===== src/design/ucgp_cfg.svh =====
// constants for the uart channel pin port: offsets, fields, resets
`ifndef UCGP_CFG_SVH
`define UCGP_CFG_SVH
`define UCGP_PIN_CONFIG_IDX 8'h18
`define UCGP_PIN_DATA_IDX 8'h19
`define UCGP_PIN_CONFIG_ADDR 12'h060
`define UCGP_PIN_DATA_ADDR 12'h064
`define UCGP_DIR_LSB 0
`define UCGP_DRV_LSB 4
`define UCGP_OUT_LSB 0
`define UCGP_IN_LSB 4
`define UCGP_PIN_CONFIG_RST 8'h00
`define UCGP_PIN_DATA_RST 4'h0
`define UCGP_SYNC_STAGES 2
`endif


===== src/design/ucgp_pkg.sv =====
// types shared by the uart channel pin port
`default_nettype none
package ucgp_pkg;
  typedef struct packed {
    logic [3:0] o;
    logic [3:0] oe;
  } ucgp_pin_drv_t;
  typedef struct packed {
    logic [3:0] drive_type_sel;
    logic [3:0] direction;
  } ucgp_cfg_t;
  typedef enum logic [1:0] {
    UCGP_IDLE,
    UCGP_ACCESS
  } ucgp_apb_st_t;
endpackage
`default_nettype wire


===== src/design/ucgp_pin_drv.sv =====
// one pin's driver: direction, drive type and output level to pad enables
`default_nettype none
module ucgp_pin_drv (
  input wire logic i_clk,
  input wire logic i_rst,
  input wire logic i_ce,
  input wire logic i_direction,
  input wire logic i_drive_type_sel,
  input wire logic i_output_level,
  output logic o_pin_o,
  output logic o_pin_oe
);
  logic o_ff;
  logic oe_ff;
  logic nxt_o;
  logic nxt_oe;

  always_comb begin
    nxt_o = 1'b0;
    nxt_oe = 1'b0;
    if (i_direction) begin
      if (i_drive_type_sel) begin
        // open drain: drive low only, release for high
        nxt_o = 1'b0;
        nxt_oe = ~i_output_level;
      end else begin
        nxt_o = i_output_level;
        nxt_oe = 1'b1;
      end
    end
    // input: released, weak pulldown sits in the pad
  end

  always_ff @(posedge i_clk or posedge i_rst) begin
    if (i_rst) begin
      o_ff <= 1'b0;
      oe_ff <= 1'b0;
    end else if (i_ce) begin
      o_ff <= nxt_o;
      oe_ff <= nxt_oe;
    end
  end

  assign o_pin_o = o_ff;
  assign o_pin_oe = oe_ff;

  od_low_only_a: assert property (@(posedge i_clk) disable iff (i_rst)
    (i_ce && i_direction && i_drive_type_sel) |=> (o_pin_o == 1'b0))
    else $error("open drain pin drove high");
  input_released_a: assert property (@(posedge i_clk) disable iff (i_rst)
    (i_ce && !i_direction) |=> !o_pin_oe)
    else $error("input pin was driven");
endmodule // ucgp_pin_drv
`default_nettype wire


===== src/design/ucgp_port.sv =====
// apb register file and pin logic of one uart channel's four pins
//
// Added by the designer: the APB interface to the registers.
`default_nettype none
`include "ucgp_cfg.svh"
module ucgp_port
  import ucgp_pkg::*;
#(
  parameter int unsigned CHANNEL = 0,
  parameter int unsigned NUM_PINS = 4,
  parameter int unsigned ADDR_W = 12
) (
  input wire logic i_clk,
  input wire logic i_rst,
  input wire logic i_ce,
  input wire logic i_psel,
  input wire logic i_penable,
  input wire logic i_pwrite,
  input wire logic [ADDR_W-1:0] i_paddr,
  input wire logic [31:0] i_pwdata,
  input wire logic [3:0] i_pstrb,
  output logic [31:0] o_prdata,
  output logic o_pready,
  output logic o_pslverr,
  input wire logic [3:0] i_pin_i,
  output logic [3:0] o_pin_o,
  output logic [3:0] o_pin_oe,
  output logic [5:0] o_first_pin
);
  // ---------------------------------------------------------------
  // parameter checks
  // ---------------------------------------------------------------
  if (NUM_PINS != 4) begin : g_bad_pins
    $error("ucgp_port serves exactly four pins");
  end
  if (CHANNEL > 3) begin : g_bad_chan
    $error("ucgp_port channel must be 0 to 3");
  end
  if (ADDR_W < 8) begin : g_bad_aw
    $error("ucgp_port address too narrow");
  end

  // ---------------------------------------------------------------
  // state
  // ---------------------------------------------------------------
  ucgp_cfg_t cfg_ff;
  logic [3:0] out_level_ff;
  logic [3:0] sync1_ff;
  logic [3:0] sync2_ff;
  logic [31:0] prdata_ff;
  logic pready_ff;
  logic pslverr_ff;
  logic [5:0] first_pin_ff;
  ucgp_apb_st_t st_ff;
  ucgp_pin_drv_t drv;
  logic hit_cfg;
  logic hit_data;
  logic setup;
  logic [31:0] nxt_prdata;
  logic nxt_slverr;

  localparam logic [ADDR_W-1:0] A_CFG = ADDR_W'(`UCGP_PIN_CONFIG_ADDR);
  localparam logic [ADDR_W-1:0] A_DAT = ADDR_W'(`UCGP_PIN_DATA_ADDR);

  assign hit_cfg = (i_paddr == A_CFG);
  assign hit_data = (i_paddr == A_DAT);
  assign setup = i_psel && !i_penable;

  // ---------------------------------------------------------------
  // apb slave: one wait-free access, answer in the access cycle
  // ---------------------------------------------------------------
  always_ff @(posedge i_clk or posedge i_rst) begin
    if (i_rst) begin
      st_ff <= UCGP_IDLE;
    end else if (i_ce) begin
      case (st_ff)
        UCGP_IDLE: begin
          if (setup) begin
            st_ff <= UCGP_ACCESS;
          end
        end
        UCGP_ACCESS: begin
          st_ff <= setup ? UCGP_ACCESS : UCGP_IDLE;
        end
        default: begin
          st_ff <= UCGP_IDLE;
        end
      endcase
    end
  end

  always_comb begin
    nxt_prdata = 32'h0000_0000;
    nxt_slverr = 1'b0;
    if (hit_cfg) begin
      nxt_prdata[7:0] = cfg_ff;
    end else if (hit_data) begin
      nxt_prdata[`UCGP_IN_LSB +: 4] = sync2_ff;
      nxt_prdata[`UCGP_OUT_LSB +: 4] = out_level_ff;
    end else begin
      nxt_slverr = 1'b1;
    end
  end

  // ready is raised one cycle after setup so the access phase ends there
  always_ff @(posedge i_clk or posedge i_rst) begin
    if (i_rst) begin
      pready_ff <= 1'b0;
      pslverr_ff <= 1'b0;
      prdata_ff <= 32'h0000_0000;
    end else if (i_ce) begin
      pready_ff <= setup;
      pslverr_ff <= setup && nxt_slverr;
      if (setup && !i_pwrite) begin
        prdata_ff <= nxt_prdata;
      end
    end
  end

  // ---------------------------------------------------------------
  // registers: writes take effect at the edge that completes access
  // ---------------------------------------------------------------
  logic wr_now;
  // the state machine must agree that this is the access cycle
  assign wr_now = i_psel && i_penable && pready_ff && i_pwrite &&
    i_pstrb[0] && (st_ff == UCGP_ACCESS);

  always_ff @(posedge i_clk or posedge i_rst) begin
    if (i_rst) begin
      cfg_ff <= `UCGP_PIN_CONFIG_RST;
    end else if (i_ce && wr_now && hit_cfg) begin
      cfg_ff.drive_type_sel <= i_pwdata[`UCGP_DRV_LSB +: 4];
      cfg_ff.direction <= i_pwdata[`UCGP_DIR_LSB +: 4];
    end
  end

  // level is stored regardless of direction and applies when output
  always_ff @(posedge i_clk or posedge i_rst) begin
    if (i_rst) begin
      out_level_ff <= `UCGP_PIN_DATA_RST;
    end else if (i_ce && wr_now && hit_data) begin
      out_level_ff <= i_pwdata[`UCGP_OUT_LSB +: 4];
    end
  end

  // ---------------------------------------------------------------
  // pin input synchroniser; readback lags pins by two cycles
  // ---------------------------------------------------------------
  always_ff @(posedge i_clk or posedge i_rst) begin
    if (i_rst) begin
      sync1_ff <= 4'h0;
      sync2_ff <= 4'h0;
    end else if (i_ce) begin
      sync1_ff <= i_pin_i;
      sync2_ff <= sync1_ff;
    end
  end

  // global index of local pin 0, a fixed mapping per channel
  always_ff @(posedge i_clk or posedge i_rst) begin
    if (i_rst) begin
      first_pin_ff <= 6'h00;
    end else if (i_ce) begin
      first_pin_ff <= 6'(CHANNEL * NUM_PINS);
    end
  end

  // ---------------------------------------------------------------
  // pin drivers; i_clk is the reference clock, a stopped clock
  // freezes the pads in their last state
  // ---------------------------------------------------------------
  for (genvar g = 0; g < 4; g++) begin : g_pin
    ucgp_pin_drv u_drv (
      .i_clk(i_clk),
      .i_rst(i_rst),
      .i_ce(i_ce),
      .i_direction(cfg_ff.direction[g]),
      .i_drive_type_sel(cfg_ff.drive_type_sel[g]),
      .i_output_level(out_level_ff[g]),
      .o_pin_o(drv.o[g]),
      .o_pin_oe(drv.oe[g])
    );
  end

  assign o_pin_o = drv.o;
  assign o_pin_oe = drv.oe;
  assign o_prdata = prdata_ff;
  assign o_pready = pready_ff;
  assign o_pslverr = pslverr_ff;
  assign o_first_pin = first_pin_ff;

  // ---------------------------------------------------------------
  // assertions
  // ---------------------------------------------------------------
  push_pull_level_a: assert property (@(posedge i_clk) disable iff (i_rst)
    (i_ce && cfg_ff.direction[0] && !cfg_ff.drive_type_sel[0]) |=>
    (o_pin_oe[0] && o_pin_o[0] == $past(out_level_ff[0])))
    else $error("push-pull pin 0 level wrong");
  od_release_a: assert property (@(posedge i_clk) disable iff (i_rst)
    (i_ce && cfg_ff.direction[1] && cfg_ff.drive_type_sel[1] &&
     out_level_ff[1]) |=> !o_pin_oe[1])
    else $error("open drain high not released");
  input_hiz_a: assert property (@(posedge i_clk) disable iff (i_rst)
    (i_ce && !cfg_ff.direction[2]) |=> !o_pin_oe[2])
    else $error("input pin 2 driven");
  cfg_write_a: assert property (@(posedge i_clk) disable iff (i_rst)
    (i_ce && wr_now && hit_cfg) |=>
    (cfg_ff == $past(i_pwdata[7:0])))
    else $error("config write lost");
  dir_bit_a: assert property (@(posedge i_clk) disable iff (i_rst)
    (i_ce && wr_now && hit_cfg && i_pwdata[3]) |=> ##1 o_pin_oe[3] ||
    cfg_ff.drive_type_sel[3])
    else $error("direction bit 3 ignored");
  level_keep_a: assert property (@(posedge i_clk) disable iff (i_rst)
    (i_ce && wr_now && hit_data) |=>
    (out_level_ff == $past(i_pwdata[3:0])))
    else $error("output level write lost");
  level_hold_a: assert property (@(posedge i_clk) disable iff (i_rst)
    (!(wr_now && hit_data)) |=> $stable(out_level_ff))
    else $error("output level changed without write");
  readback_a: assert property (@(posedge i_clk) disable iff (i_rst)
    (i_ce && setup && !i_pwrite && hit_data) |=>
    (o_prdata[7:4] == $past(sync2_ff)))
    else $error("input level readback wrong");
  reset_zero_a: assert property (@(posedge i_clk)
    i_rst |=> (cfg_ff == 8'h00 && out_level_ff == 4'h0) || !i_rst)
    else $error("registers not zero after reset");
  map_a: assert property (@(posedge i_clk) disable iff (i_rst)
    i_ce |=> o_first_pin == 6'(CHANNEL * 4))
    else $error("channel pin map wrong");

  cov_od_c: cover property (@(posedge i_clk)
    cfg_ff.direction[0] && cfg_ff.drive_type_sel[0]);
  cov_pp_c: cover property (@(posedge i_clk)
    cfg_ff.direction[0] && !cfg_ff.drive_type_sel[0] && o_pin_o[0]);
  cov_err_c: cover property (@(posedge i_clk) o_pready && o_pslverr);
  cov_late_c: cover property (@(posedge i_clk)
    wr_now && hit_data && !cfg_ff.direction[0]);
endmodule // ucgp_port
`default_nettype wire


===== config.mk =====
export PLATFORM = sky130hd
export DESIGN_NAME = ucgp_port
export DESIGN_NICKNAME = d
export VERILOG_FILES = /design/src/design/ucgp_pkg.sv /design/src/design/ucgp_pin_drv.sv /design/src/design/ucgp_port.sv
export VERILOG_INCLUDE_DIRS = /design/src /design/src/design
export SDC_FILE = /design/constraint.sdc
export NUM_CORES = 1
export LEC_CHECK = 0
export ABC_AREA = 1
export BUFFER_PORTS_ARGS = -buffer_cell sky130_fd_sc_hd__buf_2
export CAP_MARGIN = 20
export CORE_UTILIZATION = 49
export CTS_CLUSTER_DIAMETER = 200
export DETAILED_ROUTE_END_ITERATION = 10
export PLACE_DENSITY = 0.94
export SETUP_SLACK_MARGIN = 0.3
export SLEW_MARGIN = 10
export SYNTH_ARGS = -nofsm -noshare
export SYNTH_HDL_FRONTEND = slang
export SYNTH_SLANG_ARGS = --single-unit

===== constraint.sdc =====
create_clock -name i_clk -period 3.2 [get_ports i_clk]
set_clock_uncertainty 0.15 [all_clocks]
set_input_delay 0.48 -clock i_clk [delete_from_list [all_inputs] [get_ports i_clk]]
set_output_delay 0.48 -clock i_clk [all_outputs]
set_load 0.02 [all_outputs]

==> results.cfg <==
[power_and_ir_drop]
powerDensity_mw_per_mm2 = 448.8
p_comb_frac = 0.096
power.share.switching = 0.2461
total_switching_power_uw = 255.4
vdd_ir_drop_max_mv = 0.1651
p_seq_frac = 0.494
internal-power_uw = 782.4
power_frac_clock = 0.410
cellLeakagePower_uw = 0.001321

[outcome]
run_status = finished, final reports clean

[finish]
finish.instance_area_mm2 = 0.002312
final_nets = 349
post-route-util = 0.5698
final_layout_size_suffix_gt1_frac = 0.2774
synth_to_layout_area_growth_pct = 10.20
antenna-diode-count = 0

[die]
die-height_um = 67.44
core-area_mm2 = 0.004058
top_level_ports = 106
width_of_the_die_um = 67.44
floorplan.die_area_mm2 = 0.004548
floorplan.initialDensity = 0.5171
fp-row-count = 23

[logic_synthesis]
yosysTopAreaCell = sky130_fd_sc_hd__dfrtp_1
netlist_instances = 250
postSynthRegisterBits = 39
async_reset_ff_frac = 1.000
synth_area_leaders = sky130_fd_sc_hd__dfrtp_1 (47%), sky130_fd_sc_hd__buf_4 (14%), sky130_fd_sc_hd__nand2_1 (13%), sky130_fd_sc_hd__nand3_1 (5.7%), sky130_fd_sc_hd__o21ai_0 (4.1%)
commonest_cells_post_synth = sky130_fd_sc_hd__nand2_1 (75), sky130_fd_sc_hd__buf_4 (40), sky130_fd_sc_hd__dfrtp_1 (39)
total_standard_cell_area_after_synthesis_mm2 = 0.002098
postSynthAreaPerCell_um2 = 8.393
synth_top_cell_area_share = 0.4651
yosysWarningCount = 0
ys_seq_area_frac = 0.4651
netlist-cell-type-count = 21
yosys_most_used_dff = sky130_fd_sc_hd__dfrtp_1
synth_enable_flop_cells = 0
most_common_cell_in_the_netlist = sky130_fd_sc_hd__nand2_1

[global_routing]
grt_first_pass_wirelength_um = 6403
first_global_vias = 1450
met2_usage = 0.3288
met1_usage = 0.2318
grt_start_max_net_pins = 22
total_global_routing_track_utilization = 0.1917
grt_antenna_before_repair = 0
grtUsageMet3 = 0.05574
busiest_layer = met2
grt-ovfl-total = 0

[critical_path]
reg2reg_depth = 5
worstSetupEndpointType = register
worst_setup_sp_type = input pin
worst_ep_arrival_time_ps = 1540
worstSetupPathType = input pin to register
path_max_fanout = 18
cp_data_required_time_ps = 3240

[placed_design]
detailedPlacementHpwl_um = 3012
placement.cell_area_mm2 = 0.002195
io_buffers = 48
place_congestion = 0.8313
pre_cts_slack_ps = 1388

[worst_hold_path]
hold_path.class = input pin to asynchronous set/reset pin

[detailed_routing]
drt_drc_violations_left = 0
vias_per_cell = 4.673
antenna_left = 0
routed-via-count = 1598
iteration_0_drc_markers = 83
wirelength_um = 3969
drt_pre_antenna_iters = 5
route.detailed.wl_per_inst_um = 11.61

[sta]
transition_time_at_the_pin_with_the_least_slew_margin_ps = 724.0
grt_setup_unrepaired = no
layout_worst_path_cycle_share = 0.4691
max_slew_margin_vs_limit = 0.5168
timing_max_transition_violations_final = 0
timing.final.setup_violations = 0
postLayoutSetupSlackWorst_ps = 1699
timing.final.hold_violations = 0
finalCriticalPeriod_ps = 1501
total_negative_slack_ps = 0
fmax_mhz = 666.2

[clocking]
clock_pin_slew_of_the_registers_on_the_worst_case_setup_and_hold_paths_ps = 80
clock-sinks = 39
cts_bufs_inserted = 5
max-clock-path-buffers = 2
cts_repair_resize_count = 0
clock_tree.htree_level_count = 2
clk_latency_ps = 300
cts_tree = yes
cts-root-buf = sky130_fd_sc_hd__clkbuf_8
postCtsSetupBuffers = 0
hold_buffers = 0

[job]
max_cap_violations = 0
[state kept, by name (all words and copies together), names as in the netlist]
name,flops
o_pslverr,1
o_pready,1
sync1_ff,4
sync2_ff,4
cfg_ff,8
st_ff,1
out_level_ff,4
g_pin.u_drv.o_pin_o,4
o_prdata,8
g_pin.u_drv.o_pin_oe,4
[power groups by stage]
stage / Sequential, uW / Clock (uW) / Combinational, uW
floorplan: 522 / 0 / 96.6
finish: 513 / 425 / 99.9
global route: 514 / 449 / 113
CTS: 513 / 427 / 101
detailed placement: 522 / 0 / 101
global placement: 521 / 0 / 97.1
[layout make-up]
class                           count  area, um^2
Clock buffer                        6       82.58
Clock inverter                      2       35.03
Fill cell                         375        1745
Inverter                           21       78.83
Multi-Input combinational cell    175       829.5
Sequential cell                    39       975.9
Tap cell                           50       62.56
Timing Repair Buffer               49       247.7
[cells in the final DEF (no fill, tap or decap), types with 2 or more instances in the layout]
cell and instances:
sky130_fd_sc_hd__nand2_1 75, sky130_fd_sc_hd__buf_2 48, sky130_fd_sc_hd__dfrtp_1 39, sky130_fd_sc_hd__conb_1 30, sky130_fd_sc_hd__nand3_1 24, sky130_fd_sc_hd__inv_1 19
sky130_fd_sc_hd__o21ai_0 17, sky130_fd_sc_hd__o21ai_2 8, sky130_fd_sc_hd__clkbuf_8 6, sky130_fd_sc_hd__nor2_1 5, sky130_fd_sc_hd__nand2_2 4, sky130_fd_sc_hd__nor2_4 3
sky130_fd_sc_hd__nor2_2 3, sky130_fd_sc_hd__inv_2 2
[per-stage QoR]
stage | std cells | power (uW) | hold slack [ps]
after floorplan | 279 | 619.1 | 300.3
after global placement | 334 | 618.3 | 312.9
after detailed placement | 334 | 623.1 | 310.9
after CTS | 342 | 1041 | 163.3
after global routing | 342 | 1077 | 211.0
final | 342 | 1038 | 141.4
[cells by family (layout without fill, tap and decap cells)]
logic type             Yosys count  after routing  share of synthesized area
AND/OR/NAND/NOR                120            120                     0.2677
buffers and inverters           65             78                     0.1914
flip-flops                      39             39                     0.4651
AO/OA/AOI/OAI                   25             25                    0.07394
other                            1             30                   0.001787
[worst max-delay path, stage by stage]
cell	delay, ps
sky130_fd_sc_hd__buf_2	290
sky130_fd_sc_hd__nand4_2	170
sky130_fd_sc_hd__nor2_4	160
sky130_fd_sc_hd__nand3_4	220
sky130_fd_sc_hd__nand2_1	160
sky130_fd_sc_hd__o21ai_2	60
[final timing paths]
| kind | start | end | slack [ps] |
|---|---|---|---|
| min reg2reg | o_prdata[4]$_DFFE_PP0P_ | o_prdata[4]$_DFFE_PP0P_ | 330 |
| min | i_rst | cfg_ff[2]$_DFFE_PP0P_ | 140 |
| max | i_ce | cfg_ff[5]$_DFFE_PP0P_ | 1700 |
| max reg2reg | st_ff[0]$_DFFE_PP0P_ | cfg_ff[5]$_DFFE_PP0P_ | 1840 |
| max in group asynchronous | i_rst | o_prdata[2]$_DFFE_PP0P_ | 2010 |
| min in group i_clk | i_pin_i[2] | sync1_ff[2]$_DFFE_PP0P_ | 240 |
[layer usage]
layer,vias to the layer above,routed length [um]
met2,67,1981
met4,0,43
met3,5,238
met1,725,1706
met5,-,0
li1,801,-
Power figures use the tool's default switching activity.
